### src/core/urd_pkg.sv
// Shared constants, states and carrier types of the serial port register datapath
package urd_pkg;
   // Register offsets (byte addresses)
   localparam logic [6:0] OFF_DATA   = 7'h00;
   localparam logic [6:0] OFF_IER    = 7'h04;
   localparam logic [6:0] OFF_IIR    = 7'h08;
   localparam logic [6:0] OFF_LCR    = 7'h0C;
   localparam logic [6:0] OFF_LSR    = 7'h14;
   localparam logic [6:0] OFF_SCR    = 7'h1C;
   localparam logic [6:0] OFF_ACR    = 7'h20;
   localparam logic [6:0] OFF_FDR    = 7'h28;
   localparam logic [6:0] OFF_TER    = 7'h30;
   localparam logic [6:0] OFF_MDCTL  = 7'h4C;
   localparam logic [6:0] OFF_MDADR  = 7'h50;
   // Line control fields
   localparam int LCR_WLS_LSB  = 0;
   localparam int LCR_STOP_BIT = 2;
   localparam int LCR_PEN_BIT  = 3;
   localparam int LCR_PSEL_LSB = 4;
   localparam int LCR_BRK_BIT  = 6;
   localparam int LCR_DIVSEL_BIT = 7;
   // FIFO control fields
   localparam int FCR_EN_BIT    = 0;
   localparam int FCR_RXCLR_BIT = 1;
   localparam int FCR_TXCLR_BIT = 2;
   localparam int FCR_TRIG_LSB  = 6;
   // Multidrop control fields
   localparam int MD_EN_BIT    = 0;
   localparam int MD_RXDIS_BIT = 1;
   localparam int MD_AAD_BIT   = 2;
   localparam int MD_DIR_BIT   = 4;
   localparam int MD_INV_BIT   = 5;
   // Transmit enable field
   localparam int TER_EN_BIT   = 7;
   // Interrupt enable fields
   localparam int IER_RDA_BIT  = 0;
   localparam int IER_THRE_BIT = 1;
   localparam int IER_RLS_BIT  = 2;
   // Writable bit masks
   localparam logic [9:0] IER_WMASK = 10'h307;
   localparam logic [9:0] ACR_WMASK = 10'h307;
   localparam logic [5:0] MD_WMASK  = 6'h37;
   // Reset values
   localparam logic [7:0] RST_DLL = 8'h01;
   localparam logic [7:0] RST_DLM = 8'h00;
   localparam logic [7:0] RST_LCR = 8'h00;
   localparam logic [7:0] RST_FDR = 8'h10;
   localparam logic [7:0] RST_TER = 8'h80;
   // Interrupt identification codes (bits 3:1)
   localparam logic [2:0] IIR_RLS  = 3'h3;
   localparam logic [2:0] IIR_RDA  = 3'h2;
   localparam logic [2:0] IIR_THRE = 3'h1;
   // Receive trigger levels
   localparam logic [4:0] TRIG_L0 = 5'h01;
   localparam logic [4:0] TRIG_L1 = 5'h04;
   localparam logic [4:0] TRIG_L2 = 5'h08;
   localparam logic [4:0] TRIG_L3 = 5'h0E;
   // FIFO depth in entries; timing in baud ticks
   localparam int FIFO_DEPTH = 16;
   localparam logic [3:0] TICK_MID  = 4'h7;
   localparam logic [3:0] TICK_LAST = 4'hF;

   typedef enum logic [2:0] {
      URD_IDLE  = 3'b000,
      URD_START = 3'b001,
      URD_DATA  = 3'b011,
      URD_PAR   = 3'b010,
      URD_STOP  = 3'b110
   } urd_state_t;

   typedef struct packed {
      logic       brk;
      logic       frm;
      logic       par;
      logic [7:0] data;
   } urd_rx_entry_t;
endpackage : urd_pkg

### src/core/urd_fifo.sv
// Flip-flop FIFO with head output and fill count
`timescale 1ns/1ps
module urd_fifo
   import urd_pkg::*;
#(
   parameter int W     = 8,
   parameter int DEPTH = FIFO_DEPTH
) (
   // Clock and reset
   input  wire logic                       clk_in,
   input  wire logic                       rstn_in,
   input  wire logic                       ce_in,
   input  wire logic                       clr_in,
   // Fill side
   input  wire logic                       push_in,
   input  wire logic [W-1:0]               data_in,
   // Drain side
   input  wire logic                       pop_in,
   output logic      [W-1:0]               head_out,
   output logic      [$clog2(DEPTH):0]     count_out,
   output logic                            full_out,
   output logic                            empty_out
);
   localparam int AW = $clog2(DEPTH);
   logic [W-1:0]  mem_r [DEPTH];
   logic [AW-1:0] wp_r;
   logic [AW-1:0] rp_r;
   logic [AW:0]   cnt_r;
   logic          do_push;
   logic          do_pop;

   assign full_out  = (cnt_r == (AW+1)'(DEPTH));
   assign empty_out = (cnt_r == '0);
   assign do_push   = push_in & ~full_out;
   assign do_pop    = pop_in & ~empty_out;
   assign head_out  = mem_r[rp_r];
   assign count_out = cnt_r;

   always_ff @(posedge clk_in) begin
      if (!rstn_in || (ce_in && clr_in)) begin
         wp_r  <= '0;
         rp_r  <= '0;
         cnt_r <= '0;
      end else if (ce_in) begin
         if (do_push) begin
            mem_r[wp_r] <= data_in;
            wp_r        <= wp_r + 1'b1;
         end
         if (do_pop) begin
            rp_r <= rp_r + 1'b1;
         end
         cnt_r <= cnt_r + (AW+1)'(do_push) - (AW+1)'(do_pop);
      end
   end
endmodule : urd_fifo

### src/core/urd_baud.sv
// Fractional pre-divider and 16-bit divisor producing the 16x baud tick
`timescale 1ns/1ps
module urd_baud
   import urd_pkg::*;
#(
   parameter int DIV_W = 16
) (
   // Clock and reset
   input  wire logic             clk_in,
   input  wire logic             rstn_in,
   input  wire logic             ce_in,
   // Settings
   input  wire logic [DIV_W-1:0] div_in,
   input  wire logic [3:0]       mulval_in,
   input  wire logic [3:0]       divadd_in,
   // Tick at 16x the bit rate
   output logic                  tick_out
);
   logic [4:0]       owe_r;
   logic [DIV_W-1:0] cnt_r;
   logic [DIV_W-1:0] div_eff;
   logic [4:0]       mul_eff;
   logic             stall;

   // Zero divisor divides by one; zero multiplier treated as one
   assign div_eff = (div_in == '0) ? DIV_W'(1) : div_in;
   assign mul_eff = (mulval_in == 4'h0) ? 5'h01 : {1'b0, mulval_in};
   // Stall cycles give a rate of mul/(mul+divadd)
   assign stall   = (owe_r >= mul_eff);

   always_ff @(posedge clk_in) begin
      if (!rstn_in) begin
         owe_r    <= '0;
         cnt_r    <= '0;
         tick_out <= 1'b0;
      end else if (ce_in) begin
         tick_out <= 1'b0;
         if (stall) begin
            owe_r <= owe_r - mul_eff;
         end else begin
            owe_r <= owe_r + {1'b0, divadd_in};
            if (cnt_r >= div_eff - 1'b1) begin
               cnt_r    <= '0;
               tick_out <= 1'b1;
            end else begin
               cnt_r <= cnt_r + 1'b1;
            end
         end
      end
   end
endmodule : urd_baud

### src/core/urd_top.sv
// Serial port register map, receiver and transmitter
// Operation
// - Line control bit 7 selects divisor latches at the shared offsets.
// - Bank zero: offset zero reads receive FIFO head, writes push transmit FIFO.
// - Bank one: offsets zero/four are divisor low/high; bank zero: four is enables.
// - Offset eight reads interrupt identity (reset 0x01), writes FIFO control.
// - Interrupt enable register holds separate enables for the interrupt sources.
// - Receive and transmit FIFOs each hold sixteen bytes.
// - Receive data-available threshold selectable at 1, 4, 8 or 14 bytes.
// - Bit 0 is first received bit; unused upper bits read zero.
// - Parity, framing and break status describe the receive FIFO head byte.
// - Written bytes queue and leave LSB first once transmitter is free.
// - Divisor with fractional divider yields a 16x bit-rate baud tick.
// - A zero divisor divides as one.
// - Fractional divider feeds the baud divider and resets to 0x10.
// - Line control holds frame format and break control, resets to zero.
// - Transmit enable can halt the transmitter; resets to 0x80.
// - Scratch register is an eight-bit store with no side effect.
// - Line status reports receive/transmit status and errors, resets 0x60.
// - Auto-baud control register holds the auto-baud controls.
// - Nine-bit multidrop mode with transmit direction output, own control register.
// - Multidrop received addresses compare with address-match register, reset zero.
// - Receive on the receive input, transmit on the transmit output.
//
// Design decision made here: the strobed register port.
`timescale 1ns/1ps
module urd_top
   import urd_pkg::*;
(
   // Clock, reset, enable
   input  wire logic        clk_in,
   input  wire logic        rstn_in,
   input  wire logic        ce_in,
   // Register port
   input  wire logic [6:0]  addr_in,
   input  wire logic [31:0] wr_data_in,
   input  wire logic        wr_in,
   input  wire logic        rd_in,
   output logic      [31:0] rd_data_out,
   // Serial line
   input  wire logic        rxd_in,
   output logic             txd_out,
   output logic             tx_dir_out
);
   // Word-length mask: 5..8 bits
   function automatic logic [7:0] wl_mask(input logic [1:0] wls);
      wl_mask = 8'hFF >> (2'h3 - wls);
   endfunction : wl_mask

   // Parity bit value for a character under the given select
   function automatic logic par_bit(input logic [7:0] d, input logic [1:0] sel);
      unique case (sel)
         2'h0: par_bit = ~^d;
         2'h1: par_bit = ^d;
         2'h2: par_bit = 1'b1;
         2'h3: par_bit = 1'b0;
      endcase
   endfunction : par_bit

   // Registers
   logic [7:0]  lcr_r;
   logic [7:0]  dll_r;
   logic [7:0]  dlm_r;
   logic [9:0]  ier_r;
   logic        fen_r;
   logic [1:0]  trig_r;
   logic [7:0]  scr_r;
   logic [9:0]  acr_r;
   logic [7:0]  fdr_r;
   logic [7:0]  ter_r;
   logic [5:0]  md_ctl_r;
   logic [7:0]  md_adr_r;
   logic        ovr_r;
   logic        rx_on_r;

   // Decode
   logic        divsel;
   logic        wr_dat;
   logic        wr_dll;
   logic        wr_dlm;
   logic        wr_ier;
   logic        wr_fcr;
   logic        rd_rbr;
   logic        rd_lsr;
   logic [31:0] rd_mux;

   // FIFO wiring
   urd_rx_entry_t rx_entry_r;
   urd_rx_entry_t rx_head;
   logic          rx_push_r;
   logic [4:0]    rx_cnt;
   logic          rx_full;
   logic          rx_empty;
   logic [7:0]    tx_head;
   logic          tx_empty;
   logic          tx_pop;
   logic          rx_clr;
   logic          tx_clr;

   // Baud tick
   logic          tick;

   // Receiver
   urd_state_t    rx_st_r;
   logic [3:0]    rx_tc_r;
   logic [2:0]    rx_bit_r;
   logic [7:0]    rx_sh_r;
   logic          rx_par_r;
   logic          rx_is_addr;
   logic          rx_keep;
   logic          rx_perr;

   // Transmitter
   urd_state_t    tx_st_r;
   logic [3:0]    tx_tc_r;
   logic [2:0]    tx_bit_r;
   logic [7:0]    tx_sh_r;
   logic          tx_par_r;
   logic          tx_line_r;
   logic          tx_stop2_r;

   // Status
   logic [4:0]    trig_lvl;
   logic          head_err;
   logic [7:0]    lsr;
   logic          int_rls;
   logic          int_rda;
   logic          int_thre;
   logic [7:0]    iir;

   assign divsel = lcr_r[LCR_DIVSEL_BIT];
   assign wr_dat = wr_in & (addr_in == OFF_DATA) & ~divsel;
   assign wr_dll = wr_in & (addr_in == OFF_DATA) & divsel;
   assign wr_dlm = wr_in & (addr_in == OFF_IER) & divsel;
   assign wr_ier = wr_in & (addr_in == OFF_IER) & ~divsel;
   assign wr_fcr = wr_in & (addr_in == OFF_IIR);
   assign rd_rbr = rd_in & (addr_in == OFF_DATA) & ~divsel;
   assign rd_lsr = rd_in & (addr_in == OFF_LSR);
   assign rx_clr = wr_fcr & wr_data_in[FCR_RXCLR_BIT];
   assign tx_clr = wr_fcr & wr_data_in[FCR_TXCLR_BIT];

   urd_fifo #(.W($bits(urd_rx_entry_t)), .DEPTH(FIFO_DEPTH)) u_rx_fifo (
      .clk_in    (clk_in),
      .rstn_in   (rstn_in),
      .ce_in     (ce_in),
      .clr_in    (rx_clr),
      .push_in   (rx_push_r),
      .data_in   (rx_entry_r),
      .pop_in    (rd_rbr),
      .head_out  (rx_head),
      .count_out (rx_cnt),
      .full_out  (rx_full),
      .empty_out (rx_empty)
   );

   urd_fifo #(.W(8), .DEPTH(FIFO_DEPTH)) u_tx_fifo (
      .clk_in    (clk_in),
      .rstn_in   (rstn_in),
      .ce_in     (ce_in),
      .clr_in    (tx_clr),
      .push_in   (wr_dat),
      .data_in   (wr_data_in[7:0]),
      .pop_in    (tx_pop),
      .head_out  (tx_head),
      .count_out (),
      .full_out  (),
      .empty_out (tx_empty)
   );

   urd_baud #(.DIV_W(16)) u_baud (
      .clk_in    (clk_in),
      .rstn_in   (rstn_in),
      .ce_in     (ce_in),
      .div_in    ({dlm_r, dll_r}),
      .mulval_in (fdr_r[7:4]),
      .divadd_in (fdr_r[3:0]),
      .tick_out  (tick)
   );

   // Status and identification
   assign trig_lvl = (trig_r == 2'h0) ? TRIG_L0 :
                     (trig_r == 2'h1) ? TRIG_L1 :
                     (trig_r == 2'h2) ? TRIG_L2 : TRIG_L3;
   assign head_err = ~rx_empty & (rx_head.par | rx_head.frm | rx_head.brk);
   assign lsr      = {head_err, tx_empty & (tx_st_r == URD_IDLE), tx_empty,
                      ~rx_empty & rx_head.brk, ~rx_empty & rx_head.frm,
                      ~rx_empty & rx_head.par, ovr_r, ~rx_empty};
   assign int_rls  = ier_r[IER_RLS_BIT] & (ovr_r | head_err);
   assign int_rda  = ier_r[IER_RDA_BIT] & (rx_cnt >= trig_lvl);
   assign int_thre = ier_r[IER_THRE_BIT] & tx_empty;
   assign iir      = {{2{fen_r}}, 2'h0,
                      int_rls ? IIR_RLS : int_rda ? IIR_RDA : int_thre ? IIR_THRE : 3'h0,
                      ~(int_rls | int_rda | int_thre)};

   // Read selection
   assign rd_mux = (addr_in == OFF_DATA)  ? {24'h0, divsel ? dll_r : rx_head.data} :
                   (addr_in == OFF_IER)   ? (divsel ? {24'h0, dlm_r} : {22'h0, ier_r}) :
                   (addr_in == OFF_IIR)   ? {24'h0, iir} :
                   (addr_in == OFF_LCR)   ? {24'h0, lcr_r} :
                   (addr_in == OFF_LSR)   ? {24'h0, lsr} :
                   (addr_in == OFF_SCR)   ? {24'h0, scr_r} :
                   (addr_in == OFF_ACR)   ? {22'h0, acr_r} :
                   (addr_in == OFF_FDR)   ? {24'h0, fdr_r} :
                   (addr_in == OFF_TER)   ? {24'h0, ter_r} :
                   (addr_in == OFF_MDCTL) ? {26'h0, md_ctl_r} :
                   (addr_in == OFF_MDADR) ? {24'h0, md_adr_r} : 32'h0;

   always_ff @(posedge clk_in) begin
      if (!rstn_in) begin
         rd_data_out <= 32'h0;
      end else if (ce_in) begin
         rd_data_out <= rd_in ? rd_mux : 32'h0;
      end
   end

   // Software-written registers
   always_ff @(posedge clk_in) begin
      if (!rstn_in) begin
         lcr_r    <= RST_LCR;
         dll_r    <= RST_DLL;
         dlm_r    <= RST_DLM;
         ier_r    <= '0;
         fen_r    <= 1'b0;
         trig_r   <= 2'h0;
         scr_r    <= 8'h00;
         acr_r    <= '0;
         fdr_r    <= RST_FDR;
         ter_r    <= RST_TER;
         md_ctl_r <= '0;
         md_adr_r <= 8'h00;
      end else if (ce_in && wr_in) begin
         if (addr_in == OFF_LCR)   lcr_r <= wr_data_in[7:0];
         if (wr_dll)               dll_r <= wr_data_in[7:0];
         if (wr_dlm)               dlm_r <= wr_data_in[7:0];
         if (wr_ier)               ier_r <= wr_data_in[9:0] & IER_WMASK;
         if (wr_fcr) begin
            fen_r  <= wr_data_in[FCR_EN_BIT];
            trig_r <= wr_data_in[FCR_TRIG_LSB +: 2];
         end
         if (addr_in == OFF_SCR)   scr_r <= wr_data_in[7:0];
         if (addr_in == OFF_ACR)   acr_r <= wr_data_in[9:0] & ACR_WMASK;
         if (addr_in == OFF_FDR)   fdr_r <= wr_data_in[7:0];
         if (addr_in == OFF_TER)   ter_r <= {wr_data_in[TER_EN_BIT], 7'h00};
         if (addr_in == OFF_MDCTL) md_ctl_r <= wr_data_in[5:0] & MD_WMASK;
         if (addr_in == OFF_MDADR) md_adr_r <= wr_data_in[7:0];
      end
   end

   // Overrun is sticky; a new overrun beats the clear by a status read
   always_ff @(posedge clk_in) begin
      if (!rstn_in) begin
         ovr_r <= 1'b0;
      end else if (ce_in) begin
         ovr_r <= (ovr_r & ~rd_lsr) | (rx_push_r & rx_full);
      end
   end

   // Receiver acceptance in multidrop mode
   assign rx_is_addr = md_ctl_r[MD_EN_BIT] & rx_par_r;
   assign rx_keep    = ~md_ctl_r[MD_EN_BIT] |
                       (md_ctl_r[MD_AAD_BIT] ? (~rx_is_addr & rx_on_r)
                                             : ~md_ctl_r[MD_RXDIS_BIT]);
   assign rx_perr    = lcr_r[LCR_PEN_BIT] & ~md_ctl_r[MD_EN_BIT] &
                       (rx_par_r != par_bit(rx_sh_r, lcr_r[LCR_PSEL_LSB +: 2]));

   always_ff @(posedge clk_in) begin
      if (!rstn_in) begin
         rx_st_r    <= URD_IDLE;
         rx_tc_r    <= 4'h0;
         rx_bit_r   <= 3'h0;
         rx_sh_r    <= 8'h00;
         rx_par_r   <= 1'b0;
         rx_push_r  <= 1'b0;
         rx_entry_r <= '0;
         rx_on_r    <= 1'b0;
      end else if (ce_in) begin
         rx_push_r <= 1'b0;
         if (tick) begin
            rx_tc_r <= rx_tc_r + 1'b1;
            unique case (rx_st_r)
               URD_IDLE: begin
                  rx_tc_r <= 4'h0;
                  if (!rxd_in) rx_st_r <= URD_START;
               end
               URD_START: begin
                  if (rx_tc_r == TICK_MID) begin
                     rx_tc_r  <= 4'h0;
                     rx_bit_r <= 3'h0;
                     rx_sh_r  <= 8'h00;
                     rx_par_r <= 1'b0;
                     rx_st_r  <= rxd_in ? URD_IDLE : URD_DATA;
                  end
               end
               URD_DATA: begin
                  if (rx_tc_r == TICK_LAST) begin
                     rx_sh_r[rx_bit_r] <= rxd_in;
                     rx_bit_r          <= rx_bit_r + 1'b1;
                     if (rx_bit_r == {1'b1, lcr_r[LCR_WLS_LSB +: 2]})
                        rx_st_r <= lcr_r[LCR_PEN_BIT] ? URD_PAR : URD_STOP;
                  end
               end
               URD_PAR: begin
                  if (rx_tc_r == TICK_LAST) begin
                     rx_par_r <= rxd_in;
                     rx_st_r  <= URD_STOP;
                  end
               end
               URD_STOP: begin
                  if (rx_tc_r == TICK_LAST) begin
                     rx_st_r          <= URD_IDLE;
                     rx_entry_r.data  <= rx_sh_r;
                     rx_entry_r.par   <= rx_perr;
                     rx_entry_r.frm   <= ~rxd_in;
                     rx_entry_r.brk   <= ~rxd_in & ~rx_par_r & (rx_sh_r == 8'h00);
                     rx_push_r        <= rx_keep;
                     if (rx_is_addr && md_ctl_r[MD_AAD_BIT])
                        rx_on_r <= (rx_sh_r == md_adr_r);
                  end
               end
               default: rx_st_r <= URD_IDLE;
            endcase
         end
      end
   end

   // Transmitter: start only when enabled and a byte is waiting
   assign tx_pop = ce_in & tick & (tx_st_r == URD_IDLE) & ter_r[TER_EN_BIT] & ~tx_empty;

   always_ff @(posedge clk_in) begin
      if (!rstn_in) begin
         tx_st_r    <= URD_IDLE;
         tx_tc_r    <= 4'h0;
         tx_bit_r   <= 3'h0;
         tx_sh_r    <= 8'h00;
         tx_par_r   <= 1'b0;
         tx_line_r  <= 1'b1;
         tx_stop2_r <= 1'b0;
      end else if (ce_in && tick) begin
         tx_tc_r <= tx_tc_r + 1'b1;
         unique case (tx_st_r)
            URD_IDLE: begin
               tx_tc_r   <= 4'h0;
               tx_line_r <= 1'b1;
               if (tx_pop) begin
                  tx_sh_r   <= tx_head & wl_mask(lcr_r[LCR_WLS_LSB +: 2]);
                  tx_par_r  <= par_bit(tx_head & wl_mask(lcr_r[LCR_WLS_LSB +: 2]),
                                       lcr_r[LCR_PSEL_LSB +: 2]);
                  tx_line_r <= 1'b0;
                  tx_st_r   <= URD_START;
               end
            end
            URD_START: begin
               if (tx_tc_r == TICK_LAST) begin
                  tx_line_r <= tx_sh_r[0];
                  tx_bit_r  <= 3'h0;
                  tx_st_r   <= URD_DATA;
               end
            end
            URD_DATA: begin
               if (tx_tc_r == TICK_LAST) begin
                  tx_sh_r  <= tx_sh_r >> 1;
                  tx_bit_r <= tx_bit_r + 1'b1;
                  if (tx_bit_r == {1'b1, lcr_r[LCR_WLS_LSB +: 2]}) begin
                     tx_line_r  <= lcr_r[LCR_PEN_BIT] ? tx_par_r : 1'b1;
                     tx_stop2_r <= lcr_r[LCR_STOP_BIT];
                     tx_st_r    <= lcr_r[LCR_PEN_BIT] ? URD_PAR : URD_STOP;
                  end else begin
                     tx_line_r <= tx_sh_r[1];
                  end
               end
            end
            URD_PAR: begin
               if (tx_tc_r == TICK_LAST) begin
                  tx_line_r <= 1'b1;
                  tx_st_r   <= URD_STOP;
               end
            end
            URD_STOP: begin
               if (tx_tc_r == TICK_LAST) begin
                  tx_stop2_r <= 1'b0;
                  if (!tx_stop2_r) tx_st_r <= URD_IDLE;
               end
            end
            default: tx_st_r <= URD_IDLE;
         endcase
      end
   end

   // Line outputs: break forces the line low; direction follows activity
   always_ff @(posedge clk_in) begin
      if (!rstn_in) begin
         txd_out    <= 1'b1;
         tx_dir_out <= 1'b0;
      end else if (ce_in) begin
         txd_out    <= tx_line_r & ~lcr_r[LCR_BRK_BIT];
         tx_dir_out <= md_ctl_r[MD_DIR_BIT] &
                       ((tx_st_r != URD_IDLE) ^ md_ctl_r[MD_INV_BIT]);
      end
   end
endmodule : urd_top

### config.mk
export PLATFORM = sky130hd
export DESIGN_NAME = urd_top
export DESIGN_NICKNAME = d
export VERILOG_FILES = /design/src/core/urd_pkg.sv /design/src/core/urd_fifo.sv /design/src/core/urd_baud.sv /design/src/core/urd_top.sv
export SDC_FILE = /design/constraint.sdc
export NUM_CORES = 1
export LEC_CHECK = 0
export BUFFER_PORTS_ARGS = -buffer_cell sky130_fd_sc_hd__buf_4
export CORE_ASPECT_RATIO = 0.7
export CORE_MARGIN = 2
export CORE_UTILIZATION = 45
export CTS_CLUSTER_DIAMETER = 50
export CTS_CLUSTER_SIZE = 20
export DETAILED_ROUTE_END_ITERATION = 6
export PLACE_DENSITY_LB_ADDON = 0.25
export SETUP_SLACK_MARGIN = 0.05
export SLEW_MARGIN = 20
export SYNTH_ARGS = -nofsm -noshare
export SYNTH_HDL_FRONTEND = slang
export SYNTH_SLANG_ARGS = --single-unit
### constraint.sdc
create_clock -name clk_in -period 11.2 [get_ports clk_in]
set_input_delay 2.24 -clock clk_in [delete_from_list [all_inputs] [get_ports clk_in]]
set_output_delay 2.24 -clock clk_in [all_outputs]
set_load 0.01 [all_outputs]
---- Yosys cells after proc, flatten, opt, wreduce, memory -nomap -nowiden ----
Memories as Yosys holds them, arrays and structs flattened. A register that Yosys moved wholly into a read port is not among the register bits.
Index checks and enable logic that the tools add are counted.
operators by class
  $lt $le $gt $ge ......................... 5
  eq/ne operators ......................... 45
  reduce and logical (&&, ||, !) cells .... 58
  shift operators ......................... 1
  add/subtract/negate cells ............... 17
  multiplexer cells ....................... 93
  bitwise logic cells ..................... 61
operators by type and width
  cell                                                number
  2-to-1 mux 10 bit                                   9
  2-to-1 mux 8 bit                                    9
  2-to-1 mux 3 bit                                    19
  bitwise AND 1 bit                                   38
  2-to-1 mux 4 bit                                    9
  AND reduction 2 bit                                 17
  2-to-1 mux 16 bit                                   2
  case mux 8 bit (2 select lines)                     2
  case mux 3 bit (5 select lines)                     2
  2-to-1 mux 1 bit                                    27
  AND reduction 5 bit                                 5
  adder 4 x 1 -> 4 bit, second input constant         6
  inequality test 2 bit, second input constant        12
  == test 7 x 6 -> 1 bit, second input constant       3
  adder 16 x 1 -> 16 bit, second input constant       1
  greater-or-equal comparator 16 bit                  1
  zero test 16 bit                                    1
  AND reduction 8 bit                                 2
  XNOR reduction 8 bit                                2
  parity 8 bit                                        2
  subtractor 16 x 1 -> 16 bit, second input constant  1
  == test 7 x 4 -> 1 bit, second input constant       2
  == test 7 x 5 -> 1 bit, second input constant       2
  == test 7 bit, second input constant                2
  50 further kinds                                    104
word-level totals
  memories ................................ 2
  logic and storage cells ................. 325
  bits of input ports ..................... 45
  RAM bits ................................ 304
  register bits after elaboration ......... 203
  output and inout bits ................... 34
memories
  name             depth  bits a word  read ports  clocked after Yosys merged registers in  write ports  RTL line        text
  u_rx_fifo.mem_r  16     11           1           1                                        1            urd_fifo.sv:25  logic [W-1:0] mem_r [DEPTH];
  u_tx_fifo.mem_r  16     8            1           1                                        1            urd_fifo.sv:25

---- Logic depth before layout (Yosys ltp) ----
Gate-level depths: netlist of run 1.
  word-level depth ........................ 13
  gate-level depth with buffers ........... 18

---- Cells and area by module ----
A second synthesis of run 1 with hierarchy kept.
second synthesis, totals
  cells, all modules ...................... 1893
  area total of the unflattened synthesis .. 22949.5 µm²
by module, submodules not included
  module                 cells an instance  area each (µm²)  instances
  urd_fifo at u_rx_fifo  390                7626.1           1
  urd_top                939                7343.3           1
  urd_fifo at u_tx_fifo  318                5878.1           1
  urd_baud               246                2102.0           1

---- Worst setup path before layout of run 1 ----
Ideal clock, no wire load.
  path kind ............................... input port to flip-flop
  start point ............................. in ce_in
  end point ............................... reg u_tx_fifo.cnt_r[4] (netlist: u_tx_fifo.count_out[4])
  arrival time ............................ 5.067 ns
  data required time ...................... 11.083 ns
  path buffers ............................ 1
  stages on the path ...................... 18
  library setup time ...................... 0.117 ns
  slack ................................... 6.016 ns
  cell sequence ........................... buf_2 clkinv_1 nor2_2 nand2_1 nor3_2 ha_1 inv_1 ha_1 inv_1 fa_1 inv_1 a21oi_1 nor2_1 nor2_1 xnor2_1 nand2_1 xor2_1 nor2_1
on the way
  word-level cells in the longest chain between the ends .. 6
  elaborated cells between the ends (all ways) .. 8
  classes of those cells .................. add/sub (1); bitwise (5); reduce/logical (2)
RTL lines
  element                         RTL line        text
  from (decl)                     urd_top.sv:33   input wire logic ce_in,
  bitwise AND 1 bit (4 in a row)  urd_top.sv:327  assign tx_pop = ce_in & tick & (tx_st_r == URD_IDLE) & ter_r[TER_EN_BIT] & ~tx_empty;
  bitwise AND 1 bit               urd_fifo.sv:35  assign do_pop = pop_in & ~empty_out;
  subtractor 5 x 1 -> 5 bit       urd_fifo.sv:52  cnt_r <= cnt_r + (AW+1)'(do_push) - (AW+1)'(do_pop);
  to (signal assigned)            urd_fifo.sv:52
  to (decl)                       urd_fifo.sv:28  logic [AW:0] cnt_r;
Parallel ways exist; a longest one is shown, timed or not.
A chain may end at the register's enable or synchronous reset.

---- Worst setup path after layout of run 1 ----
Same ends and word-level chain as after synthesis.

==> results.json, run 1 <==
{
  "layout-drive-gt1-share": 0.130,
  "hpwl_um": 35200,
  "area_growth_syn_to_layout_pct": 9.68,
  "clock_latency_ps": 570,
  "grt_pass1_wl_um": 80300,
  "yosys.area.top_type_share": 0.415,
  "hold_violations": 0,
  "worstPathMaxFanout": 18,
  "vias_per_cell": 5.67,
  "synth_cell_types": 75,
  "drt_pass1_iterations": 7,
  "vias": 14110,
  "ys.flop_type": "edfxtp_1",
  "setup_viol": 0,
  "start_kind": "primary input",
  "clkSinkCount": 493,
  "layout.nets": 1911,
  "async_reset_ff_frac": 0,
  "seq_area_frac_synth": 0.587,
  "tns_ps": 0,
  "p_sw_frac": 0.249,
  "numPortBuffers": 34,
  "synthesis.instances": 1786,
  "finalWeightedCongestion": 0.889,
  "crit_type": "in2reg",
  "power-per-cell-area_nw_per_um2": 151,
  "hold_class": "reg2reg",
  "wl_per_cell_um": 21.1,
  "hold_buffers": 0,
  "grt_antenna_before_repair": 2,
  "synth_edf_count": 304,
  "irDropWorstVdd_v": 0.0000986,
  "rsz0062_at_grt": "no",
  "clk_pin_slew_ps": 70,
  "max_freq_mhz": 184,
  "slew_violations": 0,
  "clkPwrFrac": 0.381,
  "grt_max_degree": 86,
  "pin_count": 79,
  "synth_area_um2": 22000,
  "fin_total_pwr_mw": 3.64,
  "period_minus_slack_ps": 5420,
  "syn_area_per_cell_um2": 12.3,
  "coreArea_um2": 48000,
  "intPower_mw": 2.74,
  "nFillCells": 4171,
  "cts_buffer_depth": 3,
  "crit_required_ps": 11620,
  "tightestPinTransition_ps": 1000,
  "start_util": 0.458,
  "arrival_ps": 5850,
  "slew_headroom": 0.329,
  "leakage_nw": 8.25,
  "ant_nets": 0,
  "route.detailed.drc": 0,
  "synth_top_family_by_area": "simple AND/OR/NAND/NOR gates",
  "register_area_um2": 12900,
  "path_buf_inv": 6,
  "rows": 67,
  "synth_fa_ha_area_frac": 0.0378,
  "skew_ps": 28.5,
  "synth_area_leaders": "edfxtp_1, dfxtp_1, mux4_2, ha_1, nand2_1",
  "multi_input_area_um2": 8420,
  "crit_slowest_cell": "nor3_2",
  "synth_most_common_cell": "edfxtp_1",
  "synth_xor_area_frac": 0.0313,
  "slowest_delay_ps": 630,
  "end_kind": "flip-flop",
  "pwr-share-seq": 0.537,
  "yosys_warnings": 0,
  "post_cts_resized": 0,
  "synth-compound-area-share": 0.0718,
  "drt_iter0_markers": 1454,
  "cts_made_buffers": 39,
  "wirelength_um": 52500,
  "pwr-share-comb": 0.082,
  "htreeDepth": 2,
  "die_w_um": 268,
  "path_cells": "buf_4 -> clkinv_1 -> buf_4 -> nor2_2 -> nand2_1 -> nor3_2 -> ha_1 -> inv_1 -> ha_1 -> inv_1 -> fa_1 -> inv_1 -> a21oi_1 -> nor2_1 -> nor2_1 -> xnor2_1 -> nand2_1 -> xor2_1 -> nor2_1",
  "grt_overflow": 0,
  "post-cts-setup-buffer-count": 0,
  "layout_worst_path_cycle_share": 0.484,
  "maxCapViolations": 0,
  "p_sw_uw": 905,
  "synth-simple-area-share": 0.124,
  "root_buffer": "clkbuf_16",
  "cts_tree": "yes",
  "status": "complete, no violations",
  "die_area_um2": 50700,
  "synth_largest_area_cell": "edfxtp_1",
  "synth_mux_area_frac": 0.113,
  "grt_usage": 0.209,
  "first_global_vias": 13506,
  "cp_top_family": "simple AND/OR/NAND/NOR gates",
  "yosys_register_bits": 493,
  "ys_top_cells_by_count": "edfxtp_1, nand2_1, dfxtp_1",
  "die_h_um": 189
}
## final timing paths
path / cells after the start / end / slack (ps) / start
setup / recovery: 19 / u_tx_fifo.count_out[4] / 5780 / ce_in
hold reg to reg: 2 / acr_r[9] / 460 / acr_r[9]
setup reg to reg: 16 / u_tx_fifo.count_out[4] / 7310 / tx_st_r[1]
hold / removal: 2 / acr_r[9] / 460 / acr_r[9]
## registers in the layout, indices dropped and copies added, names as in the netlist, 10 cells and up, named ones only
signal           count
u_rx_fifo.mem_r    176
u_tx_fifo.mem_r    128
u_baud.cnt_r        16
rx_entry_r          11
rd_data_out         10
## layout make-up
| class | instances | share of cell area |
|---|---|---|
| Tap cell | 655 | 0.0340 |
| Multi-Input combinational cell | 1149 | 0.349 |
| Clock inverter | 24 | 0.00923 |
| Timing Repair Buffer | 67 | 0.0209 |
| Sequential cell | 493 | 0.536 |
| Clock buffer | 48 | 0.0431 |
| Antenna cell | 1 | 0.000104 |
| Inverter | 52 | 0.00820 |
## power by group through the flow
stage | clock network, mW | registers [mW] | logic (mW)
final | 1.39 | 1.95 | 0.300
after global routing | 1.48 | 1.96 | 0.333
after CTS | 1.42 | 1.95 | 0.300
after detailed placement | 0 | 1.99 | 0.298
after global placement | 0 | 1.99 | 0.291
after floorplan | 0 | 1.99 | 0.228
## per-stage QoR
stage	utilization	instances	setup WS, ps	cell area, µm²	hold slack, ps
floorplan	-	1807	6020	22100	432
global placement	0.475	2416	5250	22800	442
detailed placement	0.476	2416	5260	22800	447
CTS	0.502	2488	5800	24100	459
global route	0.502	2488	5450	24100	488
finish	0.502	2489	5780	24100	458
## cell usage in the layout, fill, tap and decap left out, types with 56 or more instances in the layout
master and n:
nand2_1 197, nor2_1 174, mux2i_1 56, dfxtp_1 186, ha_1 60, edfxtp_1 304, nand3_1 65, buf_4 67
mux4_2 79, a21oi_1 117
## per-layer routing
layer	vias to the layer above	routed length, µm	track usage
met2	449	21800	0.294
met1	7031	25500	0.325
met4	0	982	0.0462
met3	71	4190	0.0479
li1	6559	-	-
met5	-	0	0
## tightest hold or removal path, delay by kind of cell (launching register included)
family           cells  cell delay [ps]
AO/OA/AOI/OAI        1               50
AND/OR/NAND/NOR      1               50
flip-flops           1              310
## cells by family after synthesis
kind of cell / Yosys count
AND/OR/NAND/NOR: 592
flip-flops: 493
AO/OA/AOI/OAI: 252
buffers and inverters: 165
multiplexers: 142
XOR/XNOR: 77
adder cells (fa/ha/maj): 64
other: 1
Note: power is estimated with default switching activity, not from simulation.
==> run 2, diff against run 1 <==
==> constraint.sdc (replaced) <==
create_clock -name clk_in -period 5 [get_ports clk_in]
set_input_delay 1 -clock clk_in [delete_from_list [all_inputs] [get_ports clk_in]]
set_output_delay 1 -clock clk_in [all_outputs]
set_load 0.01 [all_outputs]
==> results.json, run 2 (synthesis results as in run 1) <==
{
  "status": "complete, no violations",
  "slowest_delay_ps": 580,
  "grt_pass1_wl_um": 81700,
  "layout_common_cells": "edfxtp_1, nand2_1, dfxtp_1, nor2_1, a21oi_1",
  "tightestPinTransition_ps": 1130,
  "pwr-share-comb": 0.084,
  "cts_made_buffers": 38,
  "cts_tree": "yes",
  "crit_type": "in2reg",
  "layout_worst_path_cycle_share": 0.758,
  "start_kind": "primary input",
  "intPower_mw": 6.18,
  "first_global_vias": 13529,
  "route.detailed.drc": 0,
  "slew_violations": 0,
  "grt_overflow": 0,
  "period_minus_slack_ps": 3790,
  "clkSinkCount": 493,
  "fin_util": 0.502,
  "htreeDepth": 2,
  "hpwl_um": 36700,
  "grt_max_degree": 94,
  "pwr-share-seq": 0.538,
  "worstPathMaxFanout": 5,
  "irDropWorstVdd_v": 0.000302,
  "p_sw_frac": 0.242,
  "clk_pin_slew_ps": 70,
  "post_cts_resized": 0,
  "grt_usage": 0.213,
  "rsz0062_at_grt": "no",
  "setup_viol": 0,
  "path_buf_inv": 4,
  "cts_buffer_depth": 3,
  "numPortBuffers": 34,
  "drt_iter0_markers": 1504,
  "gr-usage-met3": 0.0515,
  "vias_per_cell": 5.72,
  "largest_reg_flops": 176,
  "busiest_layer": "met1",
  "area_growth_syn_to_layout_pct": 9.67,
  "end_kind": "flip-flop",
  "path_cells": "buf_4 -> nor4_1 -> nand2_1 -> nor4b_1 -> ha_1 -> inv_1 -> ha_1 -> inv_1 -> fa_1 -> inv_1 -> a21oi_1 -> nor2_1 -> nor2_1 -> xnor2_1 -> nand2_1 -> xor2_1 -> nor2_1",
  "clock_latency_ps": 570,
  "final_common_cell": "edfxtp_1",
  "die_w_um": 268,
  "arrival_ps": 4250,
  "regMostFlops": "u_rx_fifo.mem_r",
  "leakage_nw": 8.28,
  "pin_count": 79,
  "coreArea_um2": 48000,
  "max_freq_mhz": 264,
  "post-cts-setup-buffer-count": 0,
  "grt_util_met2": 0.297,
  "start_util": 0.458,
  "largestRegisters": "u_rx_fifo.mem_r (176), u_tx_fifo.mem_r (128), u_baud.cnt_r (16)",
  "finalWeightedCongestion": 0.916,
  "tns_ps": 0,
  "hold_buffers": 0,
  "clkPwrFrac": 0.378,
  "layout-drive-gt1-share": 0.130,
  "maxCapViolations": 0,
  "skew_ps": 25.2,
  "crit_slowest_cell": "nor4_1",
  "p_sw_mw": 1.97,
  "grtUsageMet1": 0.330,
  "root_buffer": "clkbuf_16",
  "power-per-cell-area_nw_per_um2": 338,
  "wl_per_cell_um": 21.6,
  "die_area_um2": 50700,
  "cp_top_family": "simple AND/OR/NAND/NOR gates",
  "layout.nets": 1916,
  "slew_headroom": 0.239,
  "ant_nets": 0,
  "nFillCells": 4163,
  "hold_violations": 0,
  "hold_class": "reg2reg",
  "vias": 14213,
  "diodes": 0,
  "rows": 67,
  "die_h_um": 189,
  "grt_antenna_before_repair": 1,
  "wirelength_um": 53600,
  "crit_required_ps": 5450,
  "drt_pass1_iterations": 6
}
==> run 2: area by class of cell <==
type | instances | area [µm²] | area share
Clock buffer | 43 | 1020 | 0.0424
Timing Repair Buffer | 73 | 548 | 0.0227
Tap cell | 655 | 820 | 0.0340
Clock inverter | 21 | 205 | 0.00851
Multi-Input combinational cell | 1149 | 8410 | 0.349
Inverter | 52 | 198 | 0.00820
Sequential cell | 493 | 12900 | 0.536
==> run 2: worst register-to-register path: stages, from the launching register on <==
cell      delay (ps)
dfxtp_1          400
nor4_1           400
nand2b_1         130
nor3_1           360
a31oi_1          180
ha_1             250
xnor2_1          140
ha_1             290
nand2_1           60
o21ai_0          110
a21o_1           210
a21o_1           190
a211oi_1         260
o2111a_1         320
o31ai_1           80
buf_4            210
nor2_1           130
==> run 2: path summary, 6_finish.rpt <==
kind | from | endpoint | slack, ps | cells after the start
setup reg to reg | dlm_r[2] | u_baud.cnt_r[15] | 1220 | 16
hold reg to reg | acr_r[8] | acr_r[8] | 460 | 2
hold / removal | acr_r[8] | acr_r[8] | 460 | 2
setup / recovery | addr_in[1] | u_rx_fifo.count_out[4] | 1210 | 17
==> run 2: power by group through the flow <==
stage	combinational [mW]	sequential, mW	clock, mW
3_5_place_dp	0.680	4.48	0
2_1_floorplan	0.510	4.45	0
4_1_cts	0.683	4.39	3.14
3_3_place_gp	0.663	4.48	0
5_1_grt	0.761	4.40	3.29
6_report	0.686	4.39	3.08
==> run 2: per-layer routing <==
metal | wire length, µm | up-vias
li1 | - | 6567
met1 | 25700 | 7080
met2 | 22300 | 495
met3 | 4620 | 71
met4 | 1050 | 0
met5 | 0 | -
==> run 2: stage by stage <==
stage | instances | worst slack, ps | total power [mW] | cell area, µm² | hold slack [ps]
CTS | 2486 | 1210 | 8.21 | 24100 | 458
global route | 2486 | 790 | 8.45 | 24100 | 479
floorplan | 1807 | 1060 | 4.96 | 22100 | 432
global placement | 2422 | 708 | 5.14 | 22900 | 442
finish | 2486 | 1210 | 8.15 | 24100 | 460
detailed placement | 2422 | 700 | 5.16 | 22900 | 449
